==> src/common/saeic_pkg.sv <==
package saeic_pkg;

  // Register byte offsets on the APB.
  localparam logic [7:0] OFS_CORE_CTRL = 8'h00;
  localparam logic [7:0] OFS_IRQ_MASK = 8'h04;
  localparam logic [7:0] OFS_STATUS_WORD = 8'h08;
  localparam logic [7:0] OFS_COMP_CTRL = 8'h0c;
  localparam logic [7:0] OFS_ASYNC_STAT = 8'h10;
  localparam logic [7:0] OFS_SLEEP_STAT = 8'h14;

  // Field positions in core_control_reg.
  localparam int POS_SLEEP_EN = 6;
  localparam int POS_KIND_HI = 5;
  localparam int POS_KIND_LO = 4;
  localparam int POS_EXT_IRQ_PIN_ONE_SENSE = 2;
  localparam int POS_EXT_IRQ_PIN_ZERO_SENSE = 0;
  // Field positions in the other registers.
  localparam int POS_MASK_ONE = 7;
  localparam int POS_MASK_ZERO = 6;
  localparam int POS_GLOBAL_EN = 7;
  localparam int POS_COMP_OFF = 7;
  localparam int POS_ASYNC_SEL = 3;

  // Values after reset.
  localparam logic [7:0] RST_CORE_CTRL = 8'h00;
  localparam logic [1:0] RST_MASK = 2'h0;

  // Sense select encodings for both pins.
  localparam logic [1:0] SENSE_LOW = 2'h0;
  localparam logic [1:0] SENSE_RSVD = 2'h1;
  localparam logic [1:0] SENSE_FALL = 2'h2;
  localparam logic [1:0] SENSE_RISE = 2'h3;

  // Sleep kind encodings.
  localparam logic [1:0] KIND_IDLE = 2'h0;
  localparam logic [1:0] KIND_RSVD = 2'h1;
  localparam logic [1:0] KIND_PDOWN = 2'h2;
  localparam logic [1:0] KIND_PSAVE = 2'h3;

  // Reset delay timeout and its count of cycles at 125 MHz.
  localparam int CLK_PERIOD_NS = 8;
  localparam int TOUT_NS = 16000;
  localparam int TOUT_CYC = (TOUT_NS + CLK_PERIOD_NS - 1) / CLK_PERIOD_NS;
  localparam int CNT_W = 12;
  localparam logic [CNT_W-1:0] TOUT_LIM = CNT_W'(TOUT_CYC);
  localparam logic [CNT_W-1:0] CNT_ZERO = 12'h000;

  // Sleep states of the sequencer.
  typedef enum logic [1:0] {
    ST_AWAKE = 2'b00,
    ST_IDLE = 2'b01,
    ST_PDOWN = 2'b10,
    ST_PSAVE = 2'b11
  } saeic_sleep_e;

  // True when the sense select asks for low level sensing.
  function automatic logic saeic_is_level(input logic [1:0] s);
    return s == SENSE_LOW;
  endfunction

  // True when the sense select asks for either edge.
  function automatic logic saeic_is_edge(input logic [1:0] s);
    return s == SENSE_FALL || s == SENSE_RISE;
  endfunction

endpackage

==> src/core/saeic_pin_sense.sv <==
`timescale 1ns/1ps
`default_nettype none
module saeic_pin_sense (
  input wire logic i_core_clk,
  input wire logic i_rst,
  input wire logic i_pin,
  input wire logic [1:0] i_sense,
  input wire logic i_freeze,
  input wire logic i_ack,
  output logic o_req,
  output logic o_long_low
);
  import saeic_pkg::*;

  // All state of the pin sensing unit.
  typedef struct packed {
    logic s1;
    logic s2;
    logic prev;
    logic flag;
    logic [CNT_W-1:0] cnt;
    logic long_low;
  } saeic_pin_s;

  saeic_pin_s q;
  saeic_pin_s d;
  logic edge_hit;

  // Edges are seen on the second stage only, never on the first.
  always_comb begin
    d = q;
    d.s1 = i_pin;
    d.s2 = q.s1;
    d.prev = q.s2;
    edge_hit = 1'b0;
    // The pin is sensed even when the port drives it, so a write can
    // raise a software interrupt.
    if (i_sense == SENSE_FALL) begin
      edge_hit = q.prev && !q.s2;
    end else if (i_sense == SENSE_RISE) begin
      edge_hit = !q.prev && q.s2;
    end
    // The edge flag lives only in edge modes; reserved code drops it.
    if (!saeic_is_edge(i_sense)) begin
      d.flag = 1'b0;
    end else if (edge_hit && !i_freeze) begin
      // A new edge wins over an acknowledge in the same cycle.
      d.flag = 1'b1;
    end else if (i_ack) begin
      d.flag = 1'b0;
    end
    // Measure how long the pin has stayed low, saturating past the
    // reset delay so a short pulse never counts as long.
    if (q.s2) begin
      d.cnt = CNT_ZERO;
    end else if (q.cnt <= TOUT_LIM) begin
      d.cnt = q.cnt + 12'h001;
    end
    d.long_low = !q.s2 && (q.cnt > TOUT_LIM);
  end

  // Register the whole unit.
  always_ff @(posedge i_core_clk) begin
    if (i_rst) begin
      // Synchroniser and edge history start at the pulled-up idle level,
      // so leaving reset never looks like an edge or a low level.
      q <= '0;
      q.s1 <= 1'b1;
      q.s2 <= 1'b1;
      q.prev <= 1'b1;
    end else begin
      q <= d;
    end
  end

  // A low level keeps asking for as long as the pin stays low.
  assign o_req = (saeic_is_level(i_sense) && !q.s2) || q.flag;
  assign o_long_low = q.long_low;
endmodule
`default_nettype wire

==> src/core/saeic_core.sv <==
// Operation
// - Pin one interrupt needs global and mask enable.
// - Pin one sense: low, falling, rising.
// - Pin zero gated alike, same sense codes.
// - Sleep needs enable bit and sleep instruction.
// - Enabled interrupt wakes, handler, then resume.
// - Reset during sleep restarts at reset vector.
// - Registers and memories kept across sleep.
// - Deep wake by level needs long low.
// - Idle halts only CPU; all interrupts wake.
// - Comparator off bit removes comparator wakeup.
// - Idle wake resumes at once.
// - Kind 10 enters power down, oscillator stops.
// - Enabled watchdog timeout wakes from power down.
// - Without watchdog only reset or level wakes.
// - Kind 11 is power down plus timer two.
// - Async timer two runs and wakes power save.
// - Pin driven as output still triggers.
// - Level mode requests while pin stays low.
`timescale 1ns/1ps
`default_nettype none
module saeic_core (
  input wire logic i_core_clk,
  input wire logic i_rst,
  // APB slave port.
  input wire logic i_psel,
  input wire logic i_penable,
  input wire logic i_pwrite,
  input wire logic [7:0] i_paddr,
  input wire logic [31:0] i_pwdata,
  output logic [31:0] o_prdata,
  output logic o_pready,
  output logic o_pslverr,
  // External pins, asynchronous to the core clock.
  input wire logic i_ext_irq_pin_zero,
  input wire logic i_ext_irq_pin_one,
  input wire logic i_ext_reset_pin,
  // Core side, on the core clock.
  input wire logic i_sleep_instr,
  input wire logic i_irq_ack_zero,
  input wire logic i_irq_ack_one,
  input wire logic i_wdt_enable,
  input wire logic i_wdt_timeout,
  input wire logic i_timer2_irq,
  input wire logic i_comparator_irq,
  input wire logic i_other_irq,
  output logic o_ext_irq_zero_req,
  output logic o_ext_irq_one_req,
  output logic o_cpu_halt,
  output logic o_main_osc_stop,
  output logic o_timer2_run,
  output logic o_comparator_pwr_dn,
  output logic o_wake_resume,
  output logic o_wake_reset
);
  import saeic_pkg::*;

  // All state of the sequencer and its registers.
  typedef struct packed {
    saeic_sleep_e st;
    logic [7:0] ctrl;
    logic [1:0] mask;
    logic gie;
    logic comp_off;
    logic async_sel;
    logic [31:0] rdata;
    logic req0;
    logic req1;
    logic wake_irq;
    logic wake_rst;
    logic rst_s1;
    logic rst_s2;
  } saeic_core_s;

  saeic_core_s q;
  saeic_core_s d;

  // Decoded fields of the control register.
  logic [1:0] sense0;
  logic [1:0] sense1;
  logic [1:0] kind;
  logic sleep_en;
  // Raw requests from the two sensing units.
  logic raw0;
  logic raw1;
  logic long0;
  logic long1;
  // Qualified wake sources.
  logic en0;
  logic en1;
  logic idle_wake;
  logic lvl_wake;
  logic pd_wake;
  logic ps_wake;
  logic deep;
  logic sleep_go;
  // Bus decode.
  logic wr_go;
  logic rd_setup;
  logic hit;

  assign sense0 = q.ctrl[POS_EXT_IRQ_PIN_ZERO_SENSE +: 2];
  assign sense1 = q.ctrl[POS_EXT_IRQ_PIN_ONE_SENSE +: 2];
  assign kind = {q.ctrl[POS_KIND_HI], q.ctrl[POS_KIND_LO]};
  assign sleep_en = q.ctrl[POS_SLEEP_EN];
  assign deep = (q.st == ST_PDOWN) || (q.st == ST_PSAVE);

  // Pin zero sensing; edges are not latched while the clock would be off.
  saeic_pin_sense u_pin_zero (
    .i_core_clk(i_core_clk),
    .i_rst(i_rst),
    .i_pin(i_ext_irq_pin_zero),
    .i_sense(sense0),
    .i_freeze(deep),
    .i_ack(i_irq_ack_zero),
    .o_req(raw0),
    .o_long_low(long0)
  );

  // Pin one sensing, identical to pin zero.
  saeic_pin_sense u_pin_one (
    .i_core_clk(i_core_clk),
    .i_rst(i_rst),
    .i_pin(i_ext_irq_pin_one),
    .i_sense(sense1),
    .i_freeze(deep),
    .i_ack(i_irq_ack_one),
    .o_req(raw1),
    .o_long_low(long1)
  );

  // Wake source qualification.
  always_comb begin
    en0 = q.gie && q.mask[0];
    en1 = q.gie && q.mask[1];
    // Idle keeps every source alive, the comparator unless powered
    // off by software.
    idle_wake = (en0 && raw0) || (en1 && raw1) || i_wdt_timeout ||
                (q.gie && (i_timer2_irq || i_other_irq ||
                 (i_comparator_irq && !q.comp_off)));
    // Deep sleep wakes on a level only after the reset delay.
    lvl_wake = (en0 && saeic_is_level(sense0) && long0) ||
               (en1 && saeic_is_level(sense1) && long1);
    // Edges are ignored here on purpose: the clock that would see
    // them is stopped.
    pd_wake = lvl_wake || (i_wdt_enable && i_wdt_timeout);
    // Power save adds the asynchronous timer two.
    ps_wake = pd_wake || (q.async_sel && q.gie && i_timer2_irq);
    // The reserved sleep kind is treated as no sleep at all.
    sleep_go = i_sleep_instr && sleep_en && kind != KIND_RSVD;
  end

  // APB decode; the slave never inserts wait states.
  always_comb begin
    wr_go = i_psel && i_penable && i_pwrite;
    rd_setup = i_psel && !i_penable && !i_pwrite;
    hit = i_paddr == OFS_CORE_CTRL || i_paddr == OFS_IRQ_MASK ||
          i_paddr == OFS_STATUS_WORD || i_paddr == OFS_COMP_CTRL ||
          i_paddr == OFS_ASYNC_STAT || i_paddr == OFS_SLEEP_STAT;
  end

  // Next state of everything.
  always_comb begin
    d = q;
    d.wake_irq = 1'b0;
    d.wake_rst = 1'b0;
    // Reset pin synchroniser, second stage feeds the logic.
    d.rst_s1 = i_ext_reset_pin;
    d.rst_s2 = q.rst_s1;
    // Register writes; sleep itself never touches them.
    if (wr_go) begin
      case (i_paddr)
        OFS_CORE_CTRL: begin
          // Bit 7 is reserved and reads zero.
          d.ctrl = {1'b0, i_pwdata[6:0]};
        end
        OFS_IRQ_MASK: begin
          d.mask = {i_pwdata[POS_MASK_ONE], i_pwdata[POS_MASK_ZERO]};
        end
        OFS_STATUS_WORD: begin
          d.gie = i_pwdata[POS_GLOBAL_EN];
        end
        OFS_COMP_CTRL: begin
          d.comp_off = i_pwdata[POS_COMP_OFF];
        end
        OFS_ASYNC_STAT: begin
          d.async_sel = i_pwdata[POS_ASYNC_SEL];
        end
        default: begin
          // The sleep status and unmapped words ignore writes.
        end
      endcase
    end
    // Read data is captured in the setup phase.
    if (rd_setup) begin
      d.rdata = 32'h0000_0000;
      case (i_paddr)
        OFS_CORE_CTRL: d.rdata[7:0] = q.ctrl;
        OFS_IRQ_MASK: begin
          d.rdata[POS_MASK_ONE] = q.mask[1];
          d.rdata[POS_MASK_ZERO] = q.mask[0];
        end
        OFS_STATUS_WORD: d.rdata[POS_GLOBAL_EN] = q.gie;
        OFS_COMP_CTRL: d.rdata[POS_COMP_OFF] = q.comp_off;
        OFS_ASYNC_STAT: d.rdata[POS_ASYNC_SEL] = q.async_sel;
        OFS_SLEEP_STAT: d.rdata[3:0] = {q.req1, q.req0, q.st};
        default: d.rdata = 32'h0000_0000;
      endcase
    end
    // Requests to the core, gated by both enables.
    // The sense code picks level or edge inside each unit.
    d.req0 = en0 && raw0;
    d.req1 = en1 && raw1;
    // Sleep sequencing.
    case (q.st)
      ST_AWAKE: begin
        if (sleep_go) begin
          case (kind)
            KIND_IDLE: d.st = ST_IDLE;
            KIND_PDOWN: d.st = ST_PDOWN;
            default: d.st = ST_PSAVE;
          endcase
        end
      end
      ST_IDLE: begin
        if (q.rst_s2) begin
          d.st = ST_AWAKE;
          d.wake_rst = 1'b1;
        end else if (idle_wake) begin
          // No start-up delay out of idle.
          d.st = ST_AWAKE;
          d.wake_irq = 1'b1;
        end
      end
      ST_PDOWN: begin
        if (q.rst_s2) begin
          d.st = ST_AWAKE;
          d.wake_rst = 1'b1;
        end else if (pd_wake) begin
          d.st = ST_AWAKE;
          d.wake_irq = 1'b1;
        end
      end
      ST_PSAVE: begin
        if (q.rst_s2) begin
          d.st = ST_AWAKE;
          d.wake_rst = 1'b1;
        end else if (ps_wake) begin
          d.st = ST_AWAKE;
          d.wake_irq = 1'b1;
        end
      end
      default: d.st = ST_AWAKE;
    endcase
  end

  // Register the whole block.
  always_ff @(posedge i_core_clk) begin
    if (i_rst) begin
      q <= '0;
      q.st <= ST_AWAKE;
      q.ctrl <= RST_CORE_CTRL;
      q.mask <= RST_MASK;
    end else begin
      q <= d;
    end
  end

  // Outputs; read data, requests and wake pulses come straight from flip-flops.
  assign o_prdata = q.rdata;
  assign o_pready = 1'b1;
  assign o_pslverr = i_psel && i_penable && !hit;
  assign o_ext_irq_zero_req = q.req0;
  assign o_ext_irq_one_req = q.req1;
  assign o_cpu_halt = q.st != ST_AWAKE;
  // The main oscillator stops only in the two deep modes.
  assign o_main_osc_stop = deep;
  // Timer two keeps counting in power save when clocked apart.
  assign o_timer2_run = !deep || (q.st == ST_PSAVE && q.async_sel);
  assign o_comparator_pwr_dn = q.comp_off;
  assign o_wake_resume = q.wake_irq;
  assign o_wake_reset = q.wake_rst;
endmodule
`default_nettype wire

==> config.mk <==
export PLATFORM = sky130hd
export DESIGN_NAME = saeic_core
export DESIGN_NICKNAME = d
export VERILOG_FILES = /design/src/common/saeic_pkg.sv /design/src/core/saeic_pin_sense.sv /design/src/core/saeic_core.sv
export SDC_FILE = /design/constraint.sdc
export NUM_CORES = 1
export LEC_CHECK = 0
export ABC_AREA = 0
export BUFFER_PORTS_ARGS = -buffer_cell sky130_fd_sc_hd__buf_2
export CORE_MARGIN = 2
export CORE_UTILIZATION = 35
export DETAILED_ROUTE_END_ITERATION = 10
export SYNTH_ARGS = -nofsm -noshare
export SYNTH_HDL_FRONTEND = slang
export SYNTH_HIERARCHICAL = 1
export SYNTH_SLANG_ARGS = --single-unit
==> constraint.sdc <==
create_clock -name i_core_clk -period 2.29 [get_ports i_core_clk]
set_clock_uncertainty 0.2 [all_clocks]
set_input_delay 0.3435 -clock i_core_clk [delete_from_list [all_inputs] [get_ports i_core_clk]]
set_output_delay 0.3435 -clock i_core_clk [all_outputs]
set_load 0.03 [all_outputs]
### After elaboration in Yosys (flattened, before gate mapping)

Index checks and enable logic that the tools add are counted.

* bits in registers: 62
* bits of input ports: 56
* logic and storage cells: 158

* $add $sub $neg: 2
* magnitude comparators: 4
* equal/unequal tests: 18
* multiplexer cells: 30
* bitwise operators: 2
* reduce and logical (&&, ||, !) cells: 77

Operators with widths (number)
* logical AND 1 bit: 31
* adder 12 x 1 -> 12 bit, second input constant: 2
* greater-than comparator 12 x 11 -> 1 bit, second input constant: 2
* less-or-equal comparator 12 x 11 -> 1 bit, second input constant: 2
* logical OR 1 bit: 19
* equality test 8 x 4 -> 1 bit, second input constant: 2
* equality test 8 x 5 -> 1 bit, second input constant: 2
* two-way mux 2 bit: 8
* two-way mux 1 bit: 15
* equality test 2 bit, second input constant: 7
* AND reduction 2 bit: 5
* zero test 1 bit: 9
* != test 3 bit, second input constant: 3
* equality test 8 x 3 -> 1 bit, second input constant: 1
* zero test 2 bit: 4
* zero test 8 bit: 1
* one-hot mux 2 bit (4 select lines): 1
* OR reduction 2 bit: 4
* one-hot mux 1 bit (3 select lines): 2
* one-hot mux 2 bit (3 select lines): 1
* one-hot mux 3 bit (2 select lines): 1
* nonzero test 2 bit: 3
* one-hot mux 2 bit (2 select lines): 1
* AND reduction 4 bit: 1
* other kinds (5): 6

### Longest topological paths before layout

Gate-level depths: netlist of the first run.

* depth after elaboration: 10
* mapped depth: 7
* gate-level depth less buffers: 7

### Cells and area by module

Netlist of the first run, hierarchy kept.

Modules (own cells, without submodules)
* saeic_pin_sense: instances 2, cells each 86, area each 789.5 um2, seq. area each 340.3 um2
* saeic_core: instances 1, cells each 185, area each 1560.2 um2, seq. area each 560.5 um2

### Least setup slack after synthesis of the first run

OpenSTA, ideal clock, no wires.

* path kind: register to register
* start: reg u_pin_one/q[1] in the netlist's numbering
* end: reg u_pin_one/q[3] in the netlist's numbering
* library setup time: 0.116 ns
* arrival: 1.589 ns
* data required time: 1.974 ns
* setup slack: 0.385 ns
* stages on the path, launching flop included: 7
* path buffers: 0
* period minus slack after synthesis: 1.905 ns
* path through: dfxtp_1 -> inv_1 -> ha_1 -> or4b_4 -> a41oi_4 -> a21oi_1 -> a31o_1

* cells in the longest elaborated chain, start to end: 1
* elaborated cells on any way between the ends: 2
* those cells by class: add/sub: 1; order compare: 1

RTL lines
* from (decl): line saeic_pin_sense.sv:25 `saeic_pin_s q;`
* adder 12 x 1 -> 12 bit / less-or-equal comparator 12 x 11 -> 1 bit (equally long branches): line saeic_pin_sense.sv:57, saeic_pin_sense.sv:56

Several ways; a longest one is shown, not always the timed one.
A chain may end at the register's enable or synchronous reset.

### Final worst setup path of the first run

* start: reg u_pin_zero/q[1] in the netlist's numbering
* end: reg u_pin_zero/q[4] in the netlist's numbering

* cells in the longest elaborated chain, start to end: 1
* elaborated cells on any way between the ends: 2
* those cells by class: add/sub: 1; order compare: 1

RTL lines (line)
* from (decl): saeic_pin_sense.sv:25
* adder 12 x 1 -> 12 bit / less-or-equal comparator 12 x 11 -> 1 bit (equally long branches): saeic_pin_sense.sv:57, saeic_pin_sense.sv:56

Several ways; a longest one is shown, not always the timed one.

==> impl_metrics.toml, run 1 <==
[critical_path]
cp.arrival_ns = 2.09
cp.required_ns = 2.32
crit_path_start_kind = "flop"
worstPathMaxFanout = 10
end_kind = "flop"
critPathSlowestCell = "or4b_4"
cp_cell_sequence = "inv_1 > ha_1 > or4b_4 > a41oi_4 > nand4_1 > mux2i_1"
path_class = "flop to flop"
cpPeakStageDelay_ns = 0.47

[detailed_routing]
viasPerCell = 4.83
wirelength_mm = 6.29
drcViolationCount = 0
wl_per_cell_microns = 12.2
ant_nets = 0
via_count = 2491
drt_first_pass_iters = 4
drt_iter0_markers = 95

[placement]
dp_slack_ns = 0.238
port_buffers = 48
dp_hpwl_mm = 4.64
gp_congestion = 0.763

[sta]
worst_slew_pin_slew_ns = 0.710
fin_crit_sh_pct = 89.8
setup_ws_ns = 0.234
max_freq_mhz = 486
layout_min_cycle_time_ns = 2.06
tns_ns = 0
hold_viol = 0
rsz0062_at_grt = "false"
slew_headroom_pct = 51.5
maxSlewViolCount = 0
setup_viol = 0

[synth]
yosysSeqAreaShare_pct = 39.5
syn_inst = 357
synth-seq-cells = 62
avgSynthCellArea_sq_um = 8.79
ys_warn_count = 6
yosysUniqueCellTypes = 50
synthTopCellsByArea = "dfxtp_1, buf_4, nor2_1"
synthArstFlopShare_pct = 0
synth_edf_count = 0
synth_ff_type = "dfxtp_1"
post-synth-top-count-cell = "dfxtp_1"
netlist_area_sq_mm = 0.00314
synth_top_cell_by_area = "dfxtp_1"
ys_top_cells_by_count = "dfxtp_1, nor2_1, buf_4"
synth_top_area_share_pct = 39.5

[global_route]
grt_max_degree = 24
grt_pass1_wl_mm = 10.5
gr-total-overflow = 0
grt_usage_pct = 13.4
grt_pass1_vias = 2284
antenna_found_initial = 0

[final_layout]
utilization_pct = 41.3
drive_gt1_share_pct = 21.1
syn_to_final_growth_pct = 14.7
nets = 463
antenna_cells = 0

[worst_hold_path]
holdCritPathClass = "primary input to flop"

[clock_tree]
path_clk_slew_ns = 0.07
cts_tree = "done"
htreeDepth = 3
cts.path.max_buffers = 2
clkLatencyLatePin_ns = 0.34
cts_buffers = 9
ctsResizeCount = 0
cts_root_buf = "clkbuf_8"
clock_sinks = 62

[status]
status = "completed"

[floorplanning]
io_pins = 98
rows = 34
initial_utilization_pct = 36.0
core-area_sq_mm = 0.00872
die_w_microns = 98.7
fp.dieH_microns = 98.7
design.die.area_sq_mm = 0.00974

[pwr]
peakVddDrop_mv = 0.357
sw_frac_of_total_pct = 23.5
power.density_mw_per_mm2 = 676
seqPwrFrac_pct = 44.9
clkPwrFrac_pct = 48.6
power_mw = 2.43
p_comb_share_pct = 6.5
internal_power_mw = 1.86
p_sw_uw = 573
leakagePower_nw = 1.43

[run]
maxCapViolations = 0
-- critical path, delay by kind of cell, from the launching register on --
kind | cells | cell delay [ns]
flops | 1 | 0.37
mux | 1 | 0.14
simple gates | 2 | 0.64
buf+inv | 1 | 0.08
compound gates | 1 | 0.39
fa+ha+maj | 1 | 0.13
-- cells by family after synthesis --
logic type                 after synthesis  share of synthesized area [%]
AOI/OAI and AO/OA                       52                           12.7
muxes                                   18                           5.74
adders and majority gates                4                           1.59
xor gates and xnor gates                10                           2.79
buffers and inverters                   61                           12.0
DFF                                     62                           39.5
and+or+nand+nor                        148                           25.4
other                                    2                          0.239
-- power by group through the flow --
stage	sequential, mW	combinational, mW	clock (mW)
floorplan	1.12	0.136	0
global placement	1.12	0.153	0
detailed placement	1.12	0.154	0
CTS	1.09	0.159	1.21
global route	1.09	0.172	1.26
finish	1.09	0.158	1.18
-- final timing paths --
kind | startpoint | endpoint | slack, ns | cells past startpoint
max | u_pin_zero/q[1]$_SDFFE_PP0P_ | u_pin_zero/q[4]$_SDFFE_PP0P_ | 0.23 | 6
min | i_pwdata[2] | q[45]$_SDFFE_PP0P_ | 0.05 | 3
min reg2reg | u_pin_one/d[15]$_SDFF_PP1_ | u_pin_one/d[14]$_SDFF_PP1_ | 0.21 | 1
max reg2reg | u_pin_zero/q[1]$_SDFFE_PP0P_ | u_pin_zero/q[4]$_SDFFE_PP0P_ | 0.23 | 6
-- routing by layer --
metal / global-route usage (%) / part of all wire (%)
met4: 7.27 / 2.4
met2: 21.3 / 45
met3: 2.98 / 5.5
met1: 16.8 / 47
met5: 0 / 0
-- placed cells by master (no fill, tap or decap), types with 10 or more instances in the layout --
| cell type | n |
|---|---|
| dfxtp_1 | 62 |
| a21oi_1 | 16 |
| nand4_1 | 10 |
| buf_2 | 48 |
| xnor2_1 | 10 |
| mux2i_1 | 18 |
| conb_1 | 25 |
| nand3_1 | 14 |
| inv_1 | 17 |
| nor2_1 | 55 |
| nand2_1 | 26 |
-- layout make-up --
type                    count  area (sq um)
flip-flops and latches     62          1240
clock inverters             7           121
clock buffers               9           124
multi-input cells         257          1610
fillers                   868          5120
inverters                  17          63.8
repair buffers             56           308
well taps                 108           135
-- through the flow --
step | instance area, sq um | instances | hold slack, ns
2_1_floorplan | 3230 | 380 | 0.189
3_3_place_gp | 3320 | 497 | 0.196
3_5_place_dp | 3320 | 497 | 0.198
4_1_cts | 3600 | 516 | 0.0320
5_1_grt | 3600 | 516 | 0.0343
6_report | 3600 | 516 | 0.0459
-- registers in the layout, indices dropped and copies added (netlist names), 2 cells and up --
signal        cells
u_pin_zero/d      2
u_pin_one/q      14
o_prdata          8
q                12
kind              2
u_pin_zero/q     14
u_pin_one/d       2
-- what timing repair did --
action                                 in CTS  in global routing
buffers inserted                            0                  0
setup endpoints to repair                   0                  0
endpoints found under the hold margin       3                  0
hold buffers                                3                  0
Power figures use the tool's default switching activity.
==> run 2, diff against run 1 <==
--- a/config.mk
+++ b/config.mk
@@ -8,8 +8,9 @@
 export ABC_AREA = 0
 export BUFFER_PORTS_ARGS = -buffer_cell sky130_fd_sc_hd__buf_2
 export CORE_MARGIN = 2
-export CORE_UTILIZATION = 35
+export CORE_UTILIZATION = 51
 export DETAILED_ROUTE_END_ITERATION = 10
+export PLACE_DENSITY = 0.8
 export SYNTH_ARGS = -nofsm -noshare
 export SYNTH_HDL_FRONTEND = slang
 export SYNTH_HIERARCHICAL = 1
==> run 2 against run 1 <==
Sequential power barely moved. Clock power fell by 17%. Critical endpoint is now u_pin_one/q[4]$_SDFFE_PP0P_. Cell count fell by 6.8%. Largest cell class unchanged.
==> impl_metrics.toml, run 2 (same netlist as run 1, synthesis figures left out) <==
[status]
status = "completed"

[critical_path]
cp.required_ns = 2.35
cp.arrival_ns = 2.19
crit_path_start_kind = "flop"
worstPathMaxFanout = 10
end_kind = "flop"
path_class = "flop to flop"
rr_worst_depth = 6

[floorplanning]
die_w_microns = 82.5
rows = 28
design.die.area_sq_mm = 0.00680
initial_utilization_pct = 53.0
io_pins = 98
core-area_sq_mm = 0.00592
fp.dieH_microns = 82.5

[placement]
port_buffers = 48
dp_slack_ns = 0.220
dp_hpwl_mm = 4.42
dpl-instance-area_sq_mm = 0.00327
gp_congestion = 0.805

[detailed_routing]
drt_first_pass_iters = 4
drcViolationCount = 0
wirelength_mm = 6.27
drt_iter0_markers = 131
wl_per_cell_microns = 13.0
viasPerCell = 5.25
via_count = 2526
ant_nets = 0

[sta]
setup_ws_ns = 0.159
maxSlewViolCount = 0
timing.hold.ws_ns = 0.0452
rsz0062_at_grt = "false"
fin_crit_sh_pct = 93.1
setup_viol = 0
slew_headroom_pct = 60.9
hold_viol = 0
layout_min_cycle_time_ns = 2.13
max_freq_mhz = 469
worst_slew_pin_slew_ns = 0.571
tns_ns = 0

[pwr]
power.density_mw_per_mm2 = 636
peakVddDrop_mv = 0.486
leakagePower_nw = 1.40

[final_layout]
antenna_cells = 0
finalInstanceArea_sq_mm = 0.00350
syn_to_final_growth_pct = 11.5
mostFrequentLayoutCell = "dfxtp_1"
nets = 461
reg_top3 = "u_pin_one/q x14, u_pin_zero/q x14, q x12"
fillCellCount = 519
drive_gt1_share_pct = 20.2
most-common-layout-cells = "dfxtp_1, nor2_1, buf_2"

[clock_tree]
clock_sinks = 62
clkLatencyLatePin_ns = 0.34
cts_tree = "done"
path_clk_slew_ns = 0.07
cts_root_buf = "clkbuf_8"
postCtsHoldBufs = 2
cts.path.max_buffers = 2
htreeDepth = 3
ctsResizeCount = 0
cts_buffers = 9
post-cts-setup-buffers = 0

[worst_hold_path]
holdCritPathClass = "primary input to flop"
hold_depth = 3

[run]
maxCapViolations = 0

[global_route]
grt_pass1_vias = 2299
grt_usage_pct = 19.6
antenna_found_initial = 0
grt_max_degree = 33
gr-total-overflow = 0
grt_pass1_wl_mm = 10.1
## run 2: cell count changes in the layout (fill, tap and decap cells not counted), sizes merged
cell / previous run / this run
clkbuf: 9 / 13
buf: 53 / 51
clkinv: 3 / 1
inv: 18 / 17
clkinvlp: 0 / 1
bufinv: 3 / 1
## run 2: power breakdown
part	internal, mW	switching (mW)	total [mW]	leakage [nW]
logic	0.0452	0.112	0.157	0.795
clock network	0.561	0.414	0.975	0.0996
registers	1.09	0.00644	1.09	0.501
total	1.69	0.532	2.22	1.40
## run 2: worst paths after layout
check        slack (ns)                     endpoint                         from
max reg2reg        0.16  u_pin_one/q[4]$_SDFFE_PP0P_  u_pin_one/q[1]$_SDFFE_PP0P_
min                0.05         kind[0]$_SDFFE_PP0P_                  i_pwdata[4]
min reg2reg        0.21   u_pin_one/d[14]$_SDFF_PP1_   u_pin_one/d[15]$_SDFF_PP1_
max                0.16  u_pin_one/q[4]$_SDFFE_PP0P_  u_pin_one/q[1]$_SDFFE_PP0P_
## run 2: final cells by class
type | count | area, sq um | area share, %
Multi-Input combinational cell | 257 | 1610 | 45.9
Sequential cell | 62 | 1240 | 35.5
Timing Repair Buffer | 54 | 293 | 8.37
Clock buffer | 13 | 159 | 4.54
Tap cell | 75 | 93.8 | 2.68
Inverter | 17 | 63.8 | 1.82
Clock inverter | 3 | 42.5 | 1.22
## run 2: per-layer routing
metal  up-vias  GRT usage, %  part of all wire [%]
li1       1282             -                     -
met1      1144          23.2                    44
met2        91          33.1                    48
met3         9          6.09                   6.6
met4         0          7.00                   1.3
met5         -             0                     0
## run 2: worst max-delay path, stage by stage, from the launching register on
cell	delay, ns
dfxtp_1	0.37
inv_1	0.08
ha_1	0.14
or4b_4	0.47
a41oi_4	0.39
nand4_1	0.19
mux2i_1	0.20
## run 2: through the flow
step | power (mW) | utilization, % | instances
after floorplan | 1.25 | - | 380
after global placement | 1.27 | 55.2 | 462
after detailed placement | 1.27 | 55.2 | 462
after CTS | 2.24 | 58.9 | 480
after global routing | 2.31 | 59.1 | 481
final | 2.22 | 59.1 | 481
==> run 3, diff against run 2 <==
--- a/config.mk
+++ b/config.mk
@@ -5,12 +5,12 @@
 export SDC_FILE = /design/constraint.sdc
 export NUM_CORES = 1
 export LEC_CHECK = 0
-export ABC_AREA = 0
+export ABC_AREA = 1
 export BUFFER_PORTS_ARGS = -buffer_cell sky130_fd_sc_hd__buf_2
 export CORE_MARGIN = 2
-export CORE_UTILIZATION = 51
+export CORE_UTILIZATION = 53
 export DETAILED_ROUTE_END_ITERATION = 10
-export PLACE_DENSITY = 0.8
+export PLACE_DENSITY = 0.84
 export SYNTH_ARGS = -nofsm -noshare
 export SYNTH_HDL_FRONTEND = slang
 export SYNTH_HIERARCHICAL = 1
==> run 3 against run 2 <==
Combinational power rose by 30%. Non-clock buffer count fell by 2. Global-route usage rose by 1.2 points. Register-to-register slack improved by 0.38 ns. Synthesized cell count rose by 43%. Power fell by 4.3%. Area after synthesis rose by 16%. First-iteration DRC count fell by 20%. Largest power group unchanged. Highest routed layer unchanged.
==> impl_metrics.toml, run 3 <==
[status]
status = "completed"

[synth]
synth_top_area_share_pct = 34.1
netlist_area_sq_mm = 0.00364
synthAdderAreaFrac_pct = 1.38
synth_edf_count = 0
synthArstFlopShare_pct = 0
synth_ff_type = "dfxtp_1"
yosysUniqueCellTypes = 36
yosysSeqAreaShare_pct = 34.1
synthSimpleGateAreaFrac_pct = 33.5
synth-compound-area-share_pct = 12.3
ys_warn_count = 6
synth_top_family_by_area = "simple AND/OR/NAND/NOR gates"
syn_inst = 511
muxShareOfSynthArea_pct = 0
avgSynthCellArea_sq_um = 7.12
synth-seq-cells = 62
synthTopCellsByArea = "dfxtp_1, nand2_1, inv_1"
synth_top_cell_by_area = "dfxtp_1"
post-synth-top-count-cell = "nand2_1"
ys_top_cells_by_count = "nand2_1, inv_1, dfxtp_1, nor2_1, nand3_1"
synth_xor_area_share_pct = 1.44

[clock_tree]
cts_tree = "done"
cts_buffers = 9
postCtsHoldBufs = 3
cts_root_buf = "clkbuf_8"
post-cts-setup-buffers = 0
path_clk_slew_ns = 0.07
clock_sinks = 62
ctsResizeCount = 0
clkLatencyLatePin_ns = 0.35
cts.path.max_buffers = 2
htreeDepth = 3

[sta]
rsz0062_at_grt = "false"
maxSlewViolCount = 0
max_freq_mhz = 536
fin_crit_sh_pct = 81.5
setup_viol = 0
tns_ns = 0
layout_min_cycle_time_ns = 1.87
slew_headroom_pct = 63.3
worst_slew_pin_slew_ns = 0.550
timing.hold.ws_ns = 0.0230
hold_viol = 0

[floorplanning]
io_pins = 98
initial_utilization_pct = 54.2
design.die.area_sq_mm = 0.00754
die_w_microns = 86.9
core-area_sq_mm = 0.00672
rows = 30
fp.dieH_microns = 86.9

[critical_path]
end_kind = "primary output"
cp.required_ns = 1.75
worstPathMaxFanout = 5
worstReg2RegEnd = "u_pin_one/q[1]$_SDFFE_PP0P_"
path_class = "primary input to primary output"
crit_path_start_kind = "primary input"
rr_worst_depth = 9
rrSetupSlack_ns = 0.54
cp.arrival_ns = 1.32
r2r_start = "u_pin_one/q[1]$_SDFFE_PP0P_"

[final_layout]
most-common-layout-cells = "nand2_1, inv_1, nor2_1, dfxtp_1, buf_2"
mostFrequentLayoutCell = "nand2_1"
drive_gt1_share_pct = 24.9
syn_to_final_growth_pct = 8.12
nets = 613
antenna_cells = 0
reg_top3 = "u_pin_one/q x14, u_pin_zero/q x14, q x12"

[detailed_routing]
wl_per_cell_microns = 11.9
viasPerCell = 5.00
via_count = 3188
ant_nets = 0
drt_first_pass_iters = 4
wirelength_mm = 7.58
drt_iter0_markers = 105
drcViolationCount = 0

[global_route]
antenna_found_initial = 0
gr-total-overflow = 0
grt_pass1_wl_mm = 12.4
grt_usage_pct = 20.7
grt_max_degree = 20
grt_pass1_vias = 2955

[placement]
dp_hpwl_mm = 5.46
gp_congestion = 0.888
port_buffers = 48

[worst_hold_path]
hold_depth = 3
hold_end = "q[44]$_SDFFE_PP0P_"
holdCritPathClass = "primary input to flop"
hold_start = "i_pwdata[1]"

[pwr]
seqPwrFrac_pct = 51.7
p_comb_share_pct = 9.6
clkPwrFrac_pct = 38.7
p_sw_uw = 596
leakagePower_nw = 1.69
sw_frac_of_total_pct = 28.0
peakVddDrop_mv = 0.306
internal_power_mw = 1.53
power.density_mw_per_mm2 = 541

[run]
maxCapViolations = 0
## run 3: cell families (layout without fill, tap and decap cells)
group | count (synthesis) | in the layout
compound gates | 70 | 70
xor+xnor | 6 | 6
fa+ha+maj | 4 | 4
buf+inv | 120 | 144
flops | 62 | 62
other cells | 2 | 25
simple gates | 247 | 247
## run 3: through the flow
step                power, mW  cells  instance area, sq um  setup slack (ns)  util, %
global placement         1.32    619                  3740             0.442     55.6
global route             2.21    638                  3930             0.347     58.5
floorplan                1.31    534                  3720             0.401        -
detailed placement       1.32    619                  3740             0.402     55.6
finish                   2.13    638                  3930             0.423     58.5
CTS                      2.14    638                  3930             0.428     58.5
## run 3: worst max-delay path by stage
stage / from / end / slack [ns] / cells past startpoint
after floorplan: i_paddr[0] / o_pslverr / 0.40 / 6
after global placement: i_rst / o_prdata[6]$_SDFFE_PP0P_ / 0.44 / 5
after detailed placement: i_rst / o_prdata[6]$_SDFFE_PP0P_ / 0.40 / 5
after CTS: i_paddr[6] / o_pslverr / 0.43 / 8
after global routing: i_paddr[6] / o_pslverr / 0.35 / 8
final: i_paddr[6] / o_pslverr / 0.42 / 8
## run 3: power groups by stage
stage                     clock (mW)  combinational (mW)  sequential [mW]
final                          0.822               0.204             1.10
after global routing           0.882               0.225             1.10
after CTS                      0.839               0.203             1.10
after detailed placement           0               0.198             1.13
after global placement             0               0.194             1.13
after floorplan                    0               0.182             1.13
## run 3: layout make-up
class                   instances  area, sq um
fillers                       608         2790
multi-input cells             352         1860
flip-flops and latches         62         1240
inverters                      76          285
repair buffers                 52          278
clock buffers                   9          124
well taps                      80          100
clock inverters                 7         41.3
## run 3: worst max-delay path, cell delays in order
cell     delay (ns)
buf_2          0.10
inv_1          0.07
nand2_1        0.07
nor3_2         0.26
nand2_1        0.17
nand2_1        0.09
nor3_1         0.04
buf_2          0.18
## run 3: layer usage
metal  track usage [%]  up-vias  wire [microns]
met1              22.9     1444            3240
met3              5.21       12             379
met2              37.3       93            3840
met5                 0        -               0
met4              9.09        0             123
li1                  -     1639               -
